===== src/prlc_pkg.sv =====
// Package: register layout, modes and timing constants for the reset and loopback control block
package prlc_pkg;

    // ****************************************
    // Register map
    // ****************************************
    localparam logic [4:0] PRLC_ADDR_CTRL_COPPER = 5'h00; // Copper control register
    localparam logic [4:0] PRLC_ADDR_CTRL_FIBER  = 5'h01; // Fiber-page control alias
    localparam logic [4:0] PRLC_ADDR_EXT_CTRL    = 5'h14; // Extended control (speed field)
    localparam logic [4:0] PRLC_ADDR_STATUS      = 5'h18; // Block status

    // ****************************************
    // Field positions
    // ****************************************
    localparam int PRLC_BIT_RESET     = 15;
    localparam int PRLC_BIT_LOOPBACK  = 14;
    localparam int PRLC_BIT_SPEED_LSB = 13;
    localparam int PRLC_BIT_ANEG_EN   = 12;
    localparam int PRLC_BIT_PWR_DOWN  = 11;
    localparam int PRLC_BIT_SPEED_MSB = 6;
    localparam int PRLC_EXT_SPD_HI    = 6;
    localparam int PRLC_EXT_SPD_LO    = 4;

    // ****************************************
    // Reset values
    // ****************************************
    localparam logic       PRLC_RST_RESET     = 1'h0;
    localparam logic       PRLC_RST_LOOPBACK  = 1'h0;
    localparam logic       PRLC_RST_SPEED_LSB = 1'h0;
    localparam logic       PRLC_RST_SPEED_MSB = 1'h1;
    localparam logic       PRLC_RST_ANEG_EN   = 1'h1;
    localparam logic [2:0] PRLC_RST_EXT_SPD   = 3'h6;

    // ****************************************
    // Timing
    // ****************************************
    localparam int PRLC_CLK_MHZ      = 10;
    localparam int PRLC_SWRST_NS     = 1000; // Length of the state machine reset
    localparam int PRLC_SWRST_CYCLES = (PRLC_SWRST_NS * PRLC_CLK_MHZ + 999) / 1000;

    // ****************************************
    // Modes and speeds
    // ****************************************
    typedef enum logic [1:0] {
        PRLC_MODE_COPPER     = 2'h0, // MAC to copper line
        PRLC_MODE_MII_FIBER  = 2'h1, // GMII or RGMII MAC to fiber
        PRLC_MODE_SGMII_MII  = 2'h2, // SGMII line to GMII or RGMII MAC
        PRLC_MODE_TBI        = 2'h3  // Ten-bit interface
    } prlc_mode_type;

    typedef enum logic [1:0] {
        PRLC_SPD_10   = 2'h0,
        PRLC_SPD_100  = 2'h1,
        PRLC_SPD_1000 = 2'h2
    } prlc_speed_type;

    // Loopback steering handed to the datapath
    typedef struct packed {
        logic           enable;
        prlc_speed_type speed;
    } prlc_lpbk_type;

    // Register bus request
    typedef struct packed {
        logic        wr;
        logic        rd;
        logic [4:0]  addr;
        logic [15:0] wdata;
    } prlc_bus_type;

endpackage : prlc_pkg


===== src/prlc_ctrl.sv =====
// Module: software reset, loopback and speed select LSB of the copper control register
`timescale 1ns/1ps
`default_nettype none

module prlc_ctrl #(
    parameter int SWRST_CYCLES = prlc_pkg::PRLC_SWRST_CYCLES // Length of reset pulse
) (
    input  wire logic                   mclk,          // 10 MHz clock
    input  wire logic                   rst,           // Async reset, active high
    input  wire prlc_pkg::prlc_bus_type bus,           // Register bus request
    output var  logic [15:0]            rdata,         // Read data, cycle after read
    input  wire prlc_pkg::prlc_mode_type mode,         // Operating mode strap
    input  wire logic                   fiber_aneg_en, // Fiber autoneg enable
    input  wire prlc_pkg::prlc_speed_type sgmii_speed, // SGMII partner speed
    input  wire logic                   col_pin,       // COL pin, asynchronous
    input  wire logic                   line_link_up,  // Raw line link status
    input  wire logic [7:0]             mac_txd,       // MAC transmit data
    input  wire logic                   mac_tx_en,     // MAC transmit enable
    input  wire logic [7:0]             line_rxd,      // Line receive data
    input  wire logic                   line_rx_dv,    // Line receive valid
    output var  logic [7:0]             mac_rxd,       // Receive data to MAC
    output var  logic                   mac_rx_dv,     // Receive valid to MAC
    output var  logic                   link_up,       // Reported link status
    output var  logic                   sm_reset,      // State machine reset
    output var  logic                   aneg_restart,  // Autoneg restart pulse
    output var  prlc_pkg::prlc_lpbk_type lpbk          // Loopback enable and speed
);
    import prlc_pkg::*;

    // Overview: one word of control bits, a small sequencer for the
    // self-clearing reset, and a mux that turns the receive path around.
    // Everything runs on mclk; the only foreign input is the COL pin.

    // Counter wide enough for the whole pulse; the plus one keeps a
    // one-cycle pulse from asking for a zero-width counter
    localparam int CW = $clog2(SWRST_CYCLES + 1);

    // ****************************************
    // Helpers
    // ****************************************
    // Both pages decode to one word; a second copy of the bits
    // could drift apart from the first
    function automatic logic is_ctrl(input logic [4:0] a);
        is_ctrl = (a == PRLC_ADDR_CTRL_COPPER) || (a == PRLC_ADDR_CTRL_FIBER);
    endfunction

    // Forced rate from the two select bits; the reserved code runs at gigabit
    function automatic prlc_speed_type decode_spd(input logic msb, input logic lsb);
        case ({msb, lsb})
            2'b00:   decode_spd = PRLC_SPD_10;
            2'b01:   decode_spd = PRLC_SPD_100;
            default: decode_spd = PRLC_SPD_1000;
        endcase
    endfunction

    // ****************************************
    // COL pin synchroniser
    // ****************************************
    // Reset to 0 matches the idle level of COL, so no false edge follows reset
    logic col_s1_q, col_s2_q, col_s3_q;

    // Two flops before use; third holds the previous sample for edge detect.
    // COL has no relation to mclk, so the first flop may go metastable and
    // feeds nothing but the second. A pulse shorter than one clock period
    // may be missed entirely: the far side must hold the pin level longer.
    always_ff @(posedge mclk or posedge rst) begin
        if (rst) begin
            col_s1_q <= 1'b0;
            col_s2_q <= 1'b0;
            col_s3_q <= 1'b0;
        end else begin
            col_s1_q <= col_pin;
            col_s2_q <= col_s1_q;
            col_s3_q <= col_s2_q;
        end
    end

    // ****************************************
    // Control state
    // ****************************************
    // Two states: idle, or counting the reset pulse down. One-hot codes
    // keep the decode of each state to a single bit.
    typedef enum logic [1:0] {
        PRLC_ST_IDLE  = 2'b01,
        PRLC_ST_RESET = 2'b10
    } prlc_state_type;

    // Control bits with their next values; the reset bit has no flop of its
    // own, the sequencer state stands for it on both pages
    prlc_state_type state_q, state_d;
    logic [CW-1:0]  cnt_q, cnt_d;
    logic           lpbk_en_q, lpbk_en_d;
    logic           spd_lsb_q, spd_lsb_d;       // Active speed LSB
    logic           spd_lsb_pend_q, spd_lsb_pend_d;
    logic           spd_msb_q, spd_msb_d;
    logic           aneg_en_q, aneg_en_d;
    logic           pwr_down_q, pwr_down_d;
    logic [2:0]     ext_spd_q, ext_spd_d;
    // Decoded write and the start of a reset sequence
    logic           wr_ctrl, start_rst;

    // A write to either page counts; reads never disturb any state
    assign wr_ctrl = bus.wr && is_ctrl(bus.addr);

    // Next state of reset sequencer and control bits
    always_comb begin
        state_d        = state_q;
        cnt_d          = cnt_q;
        lpbk_en_d      = lpbk_en_q;
        spd_lsb_d      = spd_lsb_q;
        spd_lsb_pend_d = spd_lsb_pend_q;
        spd_msb_d      = spd_msb_q;
        aneg_en_d      = aneg_en_q;
        pwr_down_d     = pwr_down_q;
        ext_spd_d      = ext_spd_q;
        start_rst      = 1'b0;

        // A write lands on every field at once; the speed LSB only reaches its
        // pending copy and waits for the next reset before it takes effect
        if (wr_ctrl) begin
            lpbk_en_d      = bus.wdata[PRLC_BIT_LOOPBACK];
            spd_lsb_pend_d = bus.wdata[PRLC_BIT_SPEED_LSB];
            spd_msb_d      = bus.wdata[PRLC_BIT_SPEED_MSB];
            aneg_en_d      = bus.wdata[PRLC_BIT_ANEG_EN];
            pwr_down_d     = bus.wdata[PRLC_BIT_PWR_DOWN];
            // Both pages start the same reset sequencer
            start_rst      = bus.wdata[PRLC_BIT_RESET];
            // Power down to normal operation forces a reset
            if (pwr_down_q && !bus.wdata[PRLC_BIT_PWR_DOWN]) begin
                start_rst = 1'b1;
            end
        end
        if (bus.wr && bus.addr == PRLC_ADDR_EXT_CTRL) begin
            ext_spd_d = bus.wdata[PRLC_EXT_SPD_HI:PRLC_EXT_SPD_LO];
        end

        // TBI mode follows COL edges; pin edge wins over a same-cycle write
        if (mode == PRLC_MODE_TBI && col_s2_q && !col_s3_q) begin
            lpbk_en_d = 1'b1;
        end else if (mode == PRLC_MODE_TBI && !col_s2_q && col_s3_q) begin
            lpbk_en_d = 1'b0;
        end

        // A start while a pulse runs is ignored, so writing the bit again
        // cannot stretch the pulse
        case (state_q)
            PRLC_ST_IDLE: begin
                if (start_rst) begin
                    state_d   = PRLC_ST_RESET;
                    cnt_d     = CW'(SWRST_CYCLES - 1);
                    // Pending speed bit goes live as the pulse begins
                    spd_lsb_d = spd_lsb_pend_d;
                end
            end
            PRLC_ST_RESET: begin
                // Count down to zero, then hand the bit back to software
                if (cnt_q == '0) begin
                    state_d = PRLC_ST_IDLE;
                end else begin
                    cnt_d = cnt_q - CW'(1);
                end
            end
            default: begin
                state_d = PRLC_ST_IDLE;
            end
        endcase
    end

    // Register the control state
    // Hardware reset gives the defaults; a software reset leaves the register
    // contents alone, makes the pending speed LSB live and pulses sm_reset and aneg_restart
    always_ff @(posedge mclk or posedge rst) begin
        if (rst) begin
            state_q        <= PRLC_ST_IDLE;
            cnt_q          <= '0;
            lpbk_en_q      <= PRLC_RST_LOOPBACK;
            spd_lsb_q      <= PRLC_RST_SPEED_LSB;
            spd_lsb_pend_q <= PRLC_RST_SPEED_LSB;
            spd_msb_q      <= PRLC_RST_SPEED_MSB;
            aneg_en_q      <= PRLC_RST_ANEG_EN;
            pwr_down_q     <= 1'b0;
            ext_spd_q      <= PRLC_RST_EXT_SPD;
        end else begin
            state_q        <= state_d;
            cnt_q          <= cnt_d;
            lpbk_en_q      <= lpbk_en_d;
            spd_lsb_q      <= spd_lsb_d;
            spd_lsb_pend_q <= spd_lsb_pend_d;
            spd_msb_q      <= spd_msb_d;
            aneg_en_q      <= aneg_en_d;
            pwr_down_q     <= pwr_down_d;
            ext_spd_q      <= ext_spd_d;
        end
    end

    // ****************************************
    // Loopback speed selection
    // ****************************************
    // The rate is worked out all the time, not only in loopback, so the
    // status word always shows what loopback would use
    prlc_speed_type spd_sel;
    prlc_speed_type ext_spd_dec;

    // Extended field: codes 6 and 7 gigabit, 5 is 100, the rest 10;
    // code 4 is not gigabit even though its top bit is set
    always_comb begin
        case (ext_spd_q)
            3'h6, 3'h7: ext_spd_dec = PRLC_SPD_1000;
            3'h5:       ext_spd_dec = PRLC_SPD_100;
            default:    ext_spd_dec = PRLC_SPD_10;
        endcase
    end

    // Mode decides which source sets the loopback rate
    // Mode is a strap and is expected to be static while traffic flows
    always_comb begin
        case (mode)
            PRLC_MODE_COPPER: begin
                spd_sel = aneg_en_q ? ext_spd_dec
                                    : decode_spd(spd_msb_q, spd_lsb_q);
            end
            PRLC_MODE_MII_FIBER: spd_sel = PRLC_SPD_1000;
            PRLC_MODE_SGMII_MII: spd_sel = fiber_aneg_en ? sgmii_speed
                                                         : ext_spd_dec;
            // TBI has no rate of its own here and loops back at gigabit
            default:             spd_sel = PRLC_SPD_1000;
        endcase
    end

    // ****************************************
    // Readback and outputs
    // ****************************************
    // Read word, registered at the next edge
    logic [15:0] rdata_d;

    // Unmapped addresses and cycles without a read strobe give zero, so the
    // read data stand only in the cycle after the strobe
    // Reset bit reads 1 while the sequence runs, so software can poll it
    always_comb begin
        rdata_d = 16'h0000;
        if (bus.rd) begin
            case (bus.addr)
                PRLC_ADDR_CTRL_COPPER, PRLC_ADDR_CTRL_FIBER: begin
                    rdata_d[PRLC_BIT_RESET]     = (state_q == PRLC_ST_RESET);
                    rdata_d[PRLC_BIT_LOOPBACK]  = lpbk_en_q;
                    rdata_d[PRLC_BIT_SPEED_LSB] = spd_lsb_pend_q;
                    rdata_d[PRLC_BIT_ANEG_EN]   = aneg_en_q;
                    rdata_d[PRLC_BIT_PWR_DOWN]  = pwr_down_q;
                    rdata_d[PRLC_BIT_SPEED_MSB] = spd_msb_q;
                end
                PRLC_ADDR_EXT_CTRL: begin
                    rdata_d[PRLC_EXT_SPD_HI:PRLC_EXT_SPD_LO] = ext_spd_q;
                end
                // Link is masked here as on the pin, so polls and pin agree
                PRLC_ADDR_STATUS: begin
                    rdata_d[1:0] = spd_sel;
                    rdata_d[2]   = line_link_up && !lpbk_en_q;
                end
                default: rdata_d = 16'h0000;
            endcase
        end
    end

    // All outputs straight from flops
    // Trade-off: each output costs a cycle, so looped data reach the MAC one
    // cycle after they leave it; in exchange no output glitches
    always_ff @(posedge mclk or posedge rst) begin
        if (rst) begin
            rdata        <= 16'h0000;
            mac_rxd      <= 8'h00;
            mac_rx_dv    <= 1'b0;
            link_up      <= 1'b0;
            sm_reset     <= 1'b0;
            aneg_restart <= 1'b0;
            lpbk         <= '{enable: 1'b0, speed: PRLC_SPD_10};
        end else begin
            rdata        <= rdata_d;
            mac_rxd      <= lpbk_en_q ? mac_txd : line_rxd;
            mac_rx_dv    <= lpbk_en_q ? mac_tx_en : line_rx_dv;
            link_up      <= line_link_up && !lpbk_en_q;
            sm_reset     <= (state_d == PRLC_ST_RESET);
            aneg_restart <= start_rst && (state_q == PRLC_ST_IDLE);
            lpbk         <= '{enable: lpbk_en_q, speed: spd_sel};
        end
    end

endmodule // prlc_ctrl

`default_nettype wire


===== config.mk =====
export PLATFORM = sky130hd
export DESIGN_NAME = prlc_ctrl
export DESIGN_NICKNAME = d
export VERILOG_FILES = /design/src/prlc_pkg.sv /design/src/prlc_ctrl.sv
export SDC_FILE = /design/constraint.sdc
export NUM_CORES = 1
export LEC_CHECK = 0
export ABC_CLOCK_PERIOD_IN_PS = 1600
export BUFFER_PORTS_ARGS = -buffer_cell sky130_fd_sc_hd__buf_2
export CAP_MARGIN = 20
export CORE_UTILIZATION = 28
export CTS_CLUSTER_SIZE = 10
export DETAILED_ROUTE_END_ITERATION = 8
export HOLD_SLACK_MARGIN = 0.02
export PLACE_DENSITY_LB_ADDON = 0.15
export SLEW_MARGIN = 30
export SYNTH_ARGS = -nofsm -noshare
export SYNTH_HDL_FRONTEND = slang
export SYNTH_SLANG_ARGS = --single-unit

===== constraint.sdc =====
create_clock -name mclk -period 1.6 [get_ports mclk]
set_clock_uncertainty 0.15 [all_clocks]
set_input_delay 0 -clock mclk [delete_from_list [all_inputs] [get_ports mclk]]
set_output_delay 0 -clock mclk [all_outputs]
set_load 0.05 [all_outputs]

# [Yosys cells after proc, flatten, opt, wreduce, memory -nomap -nowiden]
# Index checks and enable logic that the tools add are counted.
[word_totals] register_bits=49 wordCells=83 out_inout_bits=31 input_bits=50
[op_classes] n_eq_ne=14 add_sub_neg=1 muxes=24 reduce_logical=24
[ops] op="2-to-1 mux 16 bit" count=1
[ops] op="one-hot mux 2 bit (2 select lines)" count=4
[ops] op="== test 5 bit (second input constant)" count=2
[ops] op="2-to-1 mux 2 bit" count=5
[ops] op="== test 3 bit (second input constant)" count=3
[ops] op="logical AND 1 bit" count=9
[ops] op="== test 2 bit (second input constant)" count=4
[ops] op="2-to-1 mux 4 bit" count=2
[ops] op="2-to-1 mux 8 bit" count=1
[ops] op="one-hot mux 4 bit (2 select lines)" count=1
[ops] op="2-to-1 mux 1 bit" count=7
[ops] op="== test 5 x 1 -> 1 bit (second input constant)" count=1
[ops] op="zero test 5 bit" count=1
[ops] op="2-to-1 mux 5 bit" count=1
[ops] op="== test 2 x 1 -> 1 bit (second input constant)" count=2
[ops] op="zero test 1 bit" count=4
[ops] op="zero test 2 bit" count=2
[ops] op="zero test 4 bit" count=1
[ops] op="!= test 2 bit (second input constant)" count=2
[ops] op="OR reduction 2 bit" count=2
[ops] op="subtractor 4 x 1 -> 4 bit (second input constant)" count=1
[ops] op="2-to-1 mux 3 bit" count=1
[ops] op="AND reduction 3 bit" count=1
[ops] op="nonzero test 3 bit" count=1
[ops] op="other kinds (4)" count=4

# [Depth between registers and ports, before layout]
# Gate-level depths: netlist of run 1.
[logic_depth] ltp_word=7 ltp_mapped=6 ltp_nobuf=6

# [Least setup slack after synthesis of run 1]
# OpenSTA, ideal clock, no wires.
[synth_timing] kind="flip-flop to flip-flop" startpoint="register state_q[0]" endpoint="register cnt_q[0]" n_path_buf=1 setup_slack_ns=-0.179 required_ns=1.324 stages_incl_launch_ff=6 period_less_slack_ns=1.779 arrival_time_ns=1.503 cell_sequence="dfstp_2 -> ha_1 -> buf_2 -> o2111ai_4 -> and2_4 -> o311a_1"
[synth_between] elab_chain_cells=3
[synth_rtl] element="start, declared" line="prlc_ctrl.sv:90" rtl="prlc_state_type state_q, state_d;"
[synth_rtl] element="start signal, assigned" line="prlc_ctrl.sv:184" rtl="state_q <= state_d;"
[synth_rtl] element="== test 2 bit / == test 2 x 1 -> 1 bit (equally long branches)" line="prlc_ctrl.sv:146" rtl="case (state_q)"
[synth_rtl] element="!= test 2 bit (no line) / nonzero test 2 bit (equally long branches)"
[synth_rtl] element="AND reduction 3 bit (no line)"
[synth_rtl] element="end signal, assigned" line="prlc_ctrl.sv:185" rtl="cnt_q <= cnt_d;"
[synth_rtl] element="end, declared" line="prlc_ctrl.sv:91" rtl="logic [CW-1:0] cnt_q, cnt_d;"
# Several ways; a longest one is shown, not always the timed one.
# A chain may end at the register's enable or synchronous reset.

# [Worst setup path in the final report of run 1]
# Ends and elaborated chain as after synthesis.

==> reports/qor.yml, run 1 <==
outcome: "complete, but fails checks"
violations: "negative setup slack"
power_density_nw_per_um2: 1110
mappedNetlistArea_sq_um: 1940
hold_viol_final: 0
grt_max_degree: 45
pin_count: 81
cts.sinks: 44
power_frac_comb_pct: 33.8
syn_area_per_cell_sq_um: 12.6
vias: 1645
io_buffers: 67
grt_pass1_wl_um: 7530
drtIter0Drc: 69
ant_nets: 0
antenna_found_initial: 0
finalNetCount: 337
rsz0062_at_grt: "true"
grtUsageTotal_pct: 13.4
hold_ws_ps: 49.6
wirelength_um: 4770
drc_errors: 0
setup_ws_ps: -13.2
r2r_start: "state_q[0]"
die_w_um: 85.3
synthAdderAreaFrac_pct: 1.93
fmax_mhz: 620
fp.dieH_um: 85.3
whs_endpoint: "ext_spd_q[0]"
worstHoldPathType: "input port to register"
cts_tree: "done"
dp.cells: 314
syn_inst: 154
synth_edf_count: 0
overflow: 0
yosysTopAreaCell: "dfrtp_1"
arrival_ps: 1640
synth_async_sr_flop_share_pct: 100
clockBufferDepth: 2
yosysMostFrequentCell: "dfrtp_1"
drt_pass1_iterations: 4
synthMuxAreaShare_pct: 9.85
antennaDiodeCount: 0
period_needed_ps: 1610
hp-start: "bus[18]"
synth-main-ff-cell: "dfrtp_1"
cp-end-kind: "register"
synth-xor-area-share_pct: 0
synth_warnings: 0
reg2reg_depth: 4
r2r-end: "cnt_q[0]"
period_share_pct: 101
wl_per_cell_um: 13.1
cp-start-kind: "register"
synth-seq-cells: 44
internal-power_w: 0.00239
fp-row-count: 30
synth_area_leaders: "dfrtp_1 50%, mux2_2 9.8%, dfstp_2 6.8%, and2_1 2.3%, buf_4 1.9%"
path_class: "register to register"
clk_pin_slew_ps: 90
hold_depth: 3
core_area_sq_um: 6760
numCtsBuffers: 5
crit_required_ps: 1630
irDropWorstVdd_v: 0.000428
synth_compound_gate_area_share_pct: 10.6
synth_top_family_by_area: "simple AND/OR/NAND/NOR gates"
routed_via_density: 4.51
switchingPower_w: 0.00103
n_fill_cell: 658
synth_simple_gate_area_share_pct: 16.3
power_frac_seq_pct: 40.1
area_growth_pct: 59.1
clkPwrFrac_pct: 26.1
fp.dieArea_sq_um: 7280
p_sw_share_pct: 30.1
synth_top_area_share_pct: 50.2
grt_pass1_vias: 1677
clockRootBuffer: "clkbuf_8"
h-tree-depth: 2
leakage_nw: 1.48
dp_hpwl_um: 3230
maxCapViolCount: 0
ys_top_cells_by_count: "39 x dfrtp_1, 17 x mux2_2, 8 x inv_1"
ys_types: 48
finalNonFillerCells: 365
final_layout_size_suffix_gt1_share_pct: 51.6
final_util_pct: 45.8
initial_core_util_pct: 28.8
place_ws_ps: -119
rrSetupSlack_ps: -10
cp_max_fo: 6
place.gp.congestion: 0.787
final_max_slew_viol_count: 0
clk_latency_ps: 300
setup_viol: 1
ys_seq_area_share_pct: 56.9
cell families after synthesis:
logic type	Yosys count
and+or+nand+nor	47
DFF	44
AOI/OAI and AO/OA	26
muxes	17
buffers and inverters	16
adders and majority gates	3
other	1
worst max path at each step:
stage               start       end  slack (ps)  cells after the start
4_1_cts        state_q[0]  cnt_q[0]         -40                      4
3_5_place_dp     cnt_q[0]  cnt_q[1]        -120                      7
5_1_grt        state_q[0]  cnt_q[0]         -90                      4
6_report       state_q[0]  cnt_q[0]         -10                      4
3_3_place_gp     cnt_q[0]  cnt_q[1]         -60                      7
2_1_floorplan  state_q[0]  cnt_q[0]         -60                      5
routing by layer:
| metal | up-vias | GRT usage (%) | part of all wire, % | wire (um) |
|---|---|---|---|---|
| met1 | 800 | 16.2 | 41 | 1970 |
| li1 | 797 | - | - | - |
| met3 | 5 | 3.40 | 5.2 | 247 |
| met5 | - | 0 | 0 | 0 |
| met2 | 43 | 23.6 | 53 | 2510 |
| met4 | 0 | 3.64 | 0.96 | 46 |
power by group through the flow:
stage          sequential (W)  clock (W)  combinational [W]
2_1_floorplan         0.00149          0           0.000466
3_3_place_gp          0.00139          0           0.000864
3_5_place_dp          0.00139          0           0.000878
4_1_cts               0.00137   0.000925            0.00104
5_1_grt               0.00140   0.000982            0.00125
6_report              0.00137   0.000894            0.00116
flip-flops by register name, summed over array words and instances, names as in the netlist, 2 cells and up:
signal     count
lpbk           3
ext_spd_q      3
cnt_q          4
state_q        2
rdata         11
mac_rxd        8
critical path, stage by stage, from the launching register on:
cell       delay [ps]
dfstp_2           570
ha_4              150
o2111ai_4         140
and2_4            190
o311a_1           300
cells in the final DEF, fill, tap and decap left out, types with 2 or more instances in the layout:
cell / n
dfrtp_1: 38
nor3b_1: 3
and2_1: 7
a31oi_1: 2
inv_1: 4
a211oi_2: 3
nor2b_1: 5
a21oi_1: 4
buf_4: 24
conb_1: 5
dlygate4sd3_1: 35
mux2_2: 16
nand3_1: 5
nor2_1: 3
o211ai_1: 2
nand2_1: 5
inv_2: 3
nand4b_1: 2
clkbuf_8: 6
buf_2: 67
ha_4: 3
and3_1: 2
dfstp_2: 5
repair_timing:
action	4_1_cts	5_1_grt
hold buffers	35	0
endpoints found under the setup margin	6	10
pin swaps	0	7
setup buffers	5	4
resized for setup	2	14
endpoints found under the hold margin	69	0
through the flow:
step           setup TNS [ps]  cell area (sq um)  power, W
3_3_place_gp             -139               2500   0.00225
4_1_cts                 -74.4               3010   0.00333
6_report                -13.2               3090   0.00342
5_1_grt                  -385               3090   0.00363
3_5_place_dp             -251               2500   0.00227
2_1_floorplan           -72.0               1980   0.00196
area by class of cell:
type                       instances  area [sq um]  area share [%]
sequential                        44          1110            35.8
inverter                           8          30.0           0.971
timing repair buffer             127           886            28.6
clock inverter                     2          38.8            1.25
tap                               80           100            3.24
multi-input combinational         98           847            27.4
clock buffer                       6          82.6            2.67
(Power assumes the default switching activity.)
==> inputs of run 2 (changes only) <==
--- a/config.mk
+++ b/config.mk
@@ -13,6 +13,7 @@
 export DETAILED_ROUTE_END_ITERATION = 8
 export HOLD_SLACK_MARGIN = 0.02
 export PLACE_DENSITY_LB_ADDON = 0.15
+export SKIP_CTS_REPAIR_TIMING = 1
 export SLEW_MARGIN = 30
 export SYNTH_ARGS = -nofsm -noshare
 export SYNTH_HDL_FRONTEND = slang
==> constraint.sdc (replaced) <==
create_clock -name mclk -period 1.6 [get_ports mclk]
set_clock_uncertainty 0.15 [all_clocks]
set_input_delay 0.24 -clock mclk [delete_from_list [all_inputs] [get_ports mclk]]
set_output_delay 0.24 -clock mclk [all_outputs]
set_load 0.05 [all_outputs]
==> run 2 against run 1 <==
The run still ends with negative setup slack left. Sequential cell count unchanged. Critical path depth unchanged. Via count down 10%. Cell count down 7.9%. Routed wire length down 10%. Critical path type unchanged. Critical endpoint unchanged. Largest cell class unchanged.
==> reports/qor.yml, run 2 (synthesis results as in run 1) <==
r2r_start: "state_q[0]"  # unchanged
ant_nets: 0  # unchanged
setup_viol: 2  # was 1
whs_endpoint: "link_up"  # was ext_spd_q[0]
core_area_sq_um: 6760  # unchanged
fp.dieH_um: 85.3  # unchanged
cp_max_fo: 6  # unchanged
grt_pass1_vias: 1474  # was 1677
r2r-end: "cnt_q[0]"  # unchanged
cp-start-kind: "register"  # unchanged
hold_depth: 2  # was 3
hp-start: "line_link_up"  # was bus[18]
power_frac_seq_pct: 42.3  # was 40.1%
path_class: "register to register"  # unchanged
clockRootBuffer: "clkbuf_8"  # unchanged
routed_via_density: 4.40  # was 4.51
vias: 1478  # was 1645
reg.largest.list: "rdata x11, mac_rxd x8, cnt_q x4"  # unchanged
p_sw_share_pct: 30.4  # was 30.1%
clk_pin_slew_ps: 90  # about the same
switchingPower_w: 0.000983  # was 0.00103 W
clockBufferDepth: 2  # unchanged
worstHoldPathType: "input port to register"  # unchanged
period_share_pct: 102  # was 101%
grt_max_degree: 45  # unchanged
power_density_nw_per_um2: 1160  # was 1110 nW/um^2
fp-row-count: 30  # unchanged
hold_ws_ps: 23.3  # was 49.6 ps
rrSetupSlack_ps: -20  # was -10 ps
critPathBufInv: 0  # unchanged
place.gp.congestion: 0.791  # was 0.787
critPathMaxStageDelay_ps: 570  # about the same
fmax_mhz: 616  # was 620 MHz
initial_core_util_pct: 28.8  # unchanged
crit_required_ps: 1630  # about the same
design_area_sq_um: 2790  # was 3090 sq um
clkPwrFrac_pct: 25.7  # was 26.1%
grt_pass1_wl_um: 6820  # was 7530 um
dp.cells: 320  # was 314
placed_area_sq_um: 2550  # was 2500 sq um
clk_latency_ps: 290  # was 300 ps
reg2reg_depth: 4  # unchanged
drtIter0Drc: 77  # was 69
crit_path_cell_trace: "ha_4, o2111ai_4, and2_4, o311a_1"  # unchanged
overflow: 0  # unchanged
grtUsageTotal_pct: 12.2  # was 13.4%
finalNonFillerCells: 336  # was 365
final_cell_mix: "67 x buf_2, 39 x dfrtp_1, 24 x buf_4, 16 x mux2_2, 7 x and2_1"  # was 67 x buf_2, 38 x dfrtp_1, 35 x dlygate4sd3_1, 24 x buf_4, 16 x mux2_2
power_frac_comb_pct: 32.0  # was 33.8%
fp.dieArea_sq_um: 7280  # unchanged
numCtsBuffers: 5  # unchanged
maxCapViolCount: 0  # unchanged
setup_ws_ps: -24.4  # was -13.2 ps
rsz0062_at_grt: "true"  # unchanged
irDropWorstVdd_v: 0.000432  # was 0.000428 V
antenna_found_initial: 0  # unchanged
critPathTopFamily: "flip-flops"  # unchanged
pin_count: 81  # unchanged
regMostFlops: "rdata"  # unchanged
final_util_pct: 41.2  # was 45.8%
die_w_um: 85.3  # unchanged
final_max_slew_viol_count: 0  # unchanged
internal-power_w: 0.00225  # was 0.00239 W
arrival_ps: 1660  # was 1640 ps
drc_errors: 0  # unchanged
cp-end-kind: "register"  # unchanged
hold_viol_final: 0  # unchanged
violations: "negative setup slack"  # unchanged
io_buffers: 67  # unchanged
antennaDiodeCount: 0  # unchanged
outcome: "complete, but fails checks"  # unchanged
crit_slowest_cell: "dfstp_2"  # unchanged
largest_register_ffs: 11  # unchanged
cts.sinks: 44  # unchanged
place_ws_ps: -94.1  # was -119 ps
wl_per_cell_um: 12.8  # was 13.1 um
final_layout_size_suffix_gt1_share_pct: 55.5  # was 51.6%
wirelength_um: 4290  # was 4770 um
h-tree-depth: 2  # unchanged
finalNetCount: 308  # was 337
drt_pass1_iterations: 4  # unchanged
dp_hpwl_um: 3150  # was 3230 um
period_needed_ps: 1620  # was 1610 ps
area_growth_pct: 43.2  # was 59.1%
final_common_cell: "buf_2"  # unchanged
leakage_nw: 1.36  # was 1.48 nW
cts_tree: "done"  # unchanged
## run 2: cell types whose count changed in the layout (fill, tap and decap cells not counted), sizes merged
cell	change
buf	+1
dlygate4sd3	-30
## run 2: power by group through the flow
stage	logic, W	registers, W	clock network (W)
5_1_grt	0.00113	0.00139	0.000906
3_3_place_gp	0.000885	0.00138	0
3_5_place_dp	0.000891	0.00138	0
6_report	0.00103	0.00137	0.000833
4_1_cts	0.000894	0.00136	0.000874
2_1_floorplan	0.000466	0.00149	0
## run 2: how the worst max path moves through the flow
| stage | startpoint | endpoint | slack [ps] | depth (start not counted) |
|---|---|---|---|---|
| final | state_q[0] | cnt_q[0] | -20 | 4 |
| after global routing | state_q[0] | sm_reset | -90 | 6 |
| after CTS | cnt_q[0] | cnt_q[1] | -120 | 7 |
| after detailed placement | cnt_q[0] | cnt_q[1] | -90 | 7 |
| after global placement | cnt_q[0] | cnt_q[1] | -80 | 7 |
| after floorplan | state_q[0] | cnt_q[0] | -60 | 5 |
## run 2: metrics by stage
step                TNS [ps]  total power, W
floorplan              -72.0         0.00196
global placement        -238         0.00227
detailed placement      -277         0.00227
CTS                     -299         0.00313
global route            -357         0.00342
finish                 -29.9         0.00324
## run 2: final cells by class
cell class	count	area (sq um)
Timing Repair Buffer	98	597
Sequential cell	44	1110
Fill cell	670	3970
Tap cell	80	100
Multi-Input combinational cell	98	843
Clock inverter	2	35.0
Clock buffer	6	72.6
Inverter	8	30.0
## run 2: per-layer routing
layer	vias to the layer above	track usage, %	wire, um
met5	-	0	0
met4	0	4.85	82
met3	7	3.60	230
met2	44	21.0	2100
met1	686	14.4	1880
li1	741	-	-
## run 2: worst reg2reg max path: stages (launching register included)
cell	delay, ps
dfstp_2	570
ha_4	170
o2111ai_4	150
and2_4	200
o311a_1	280
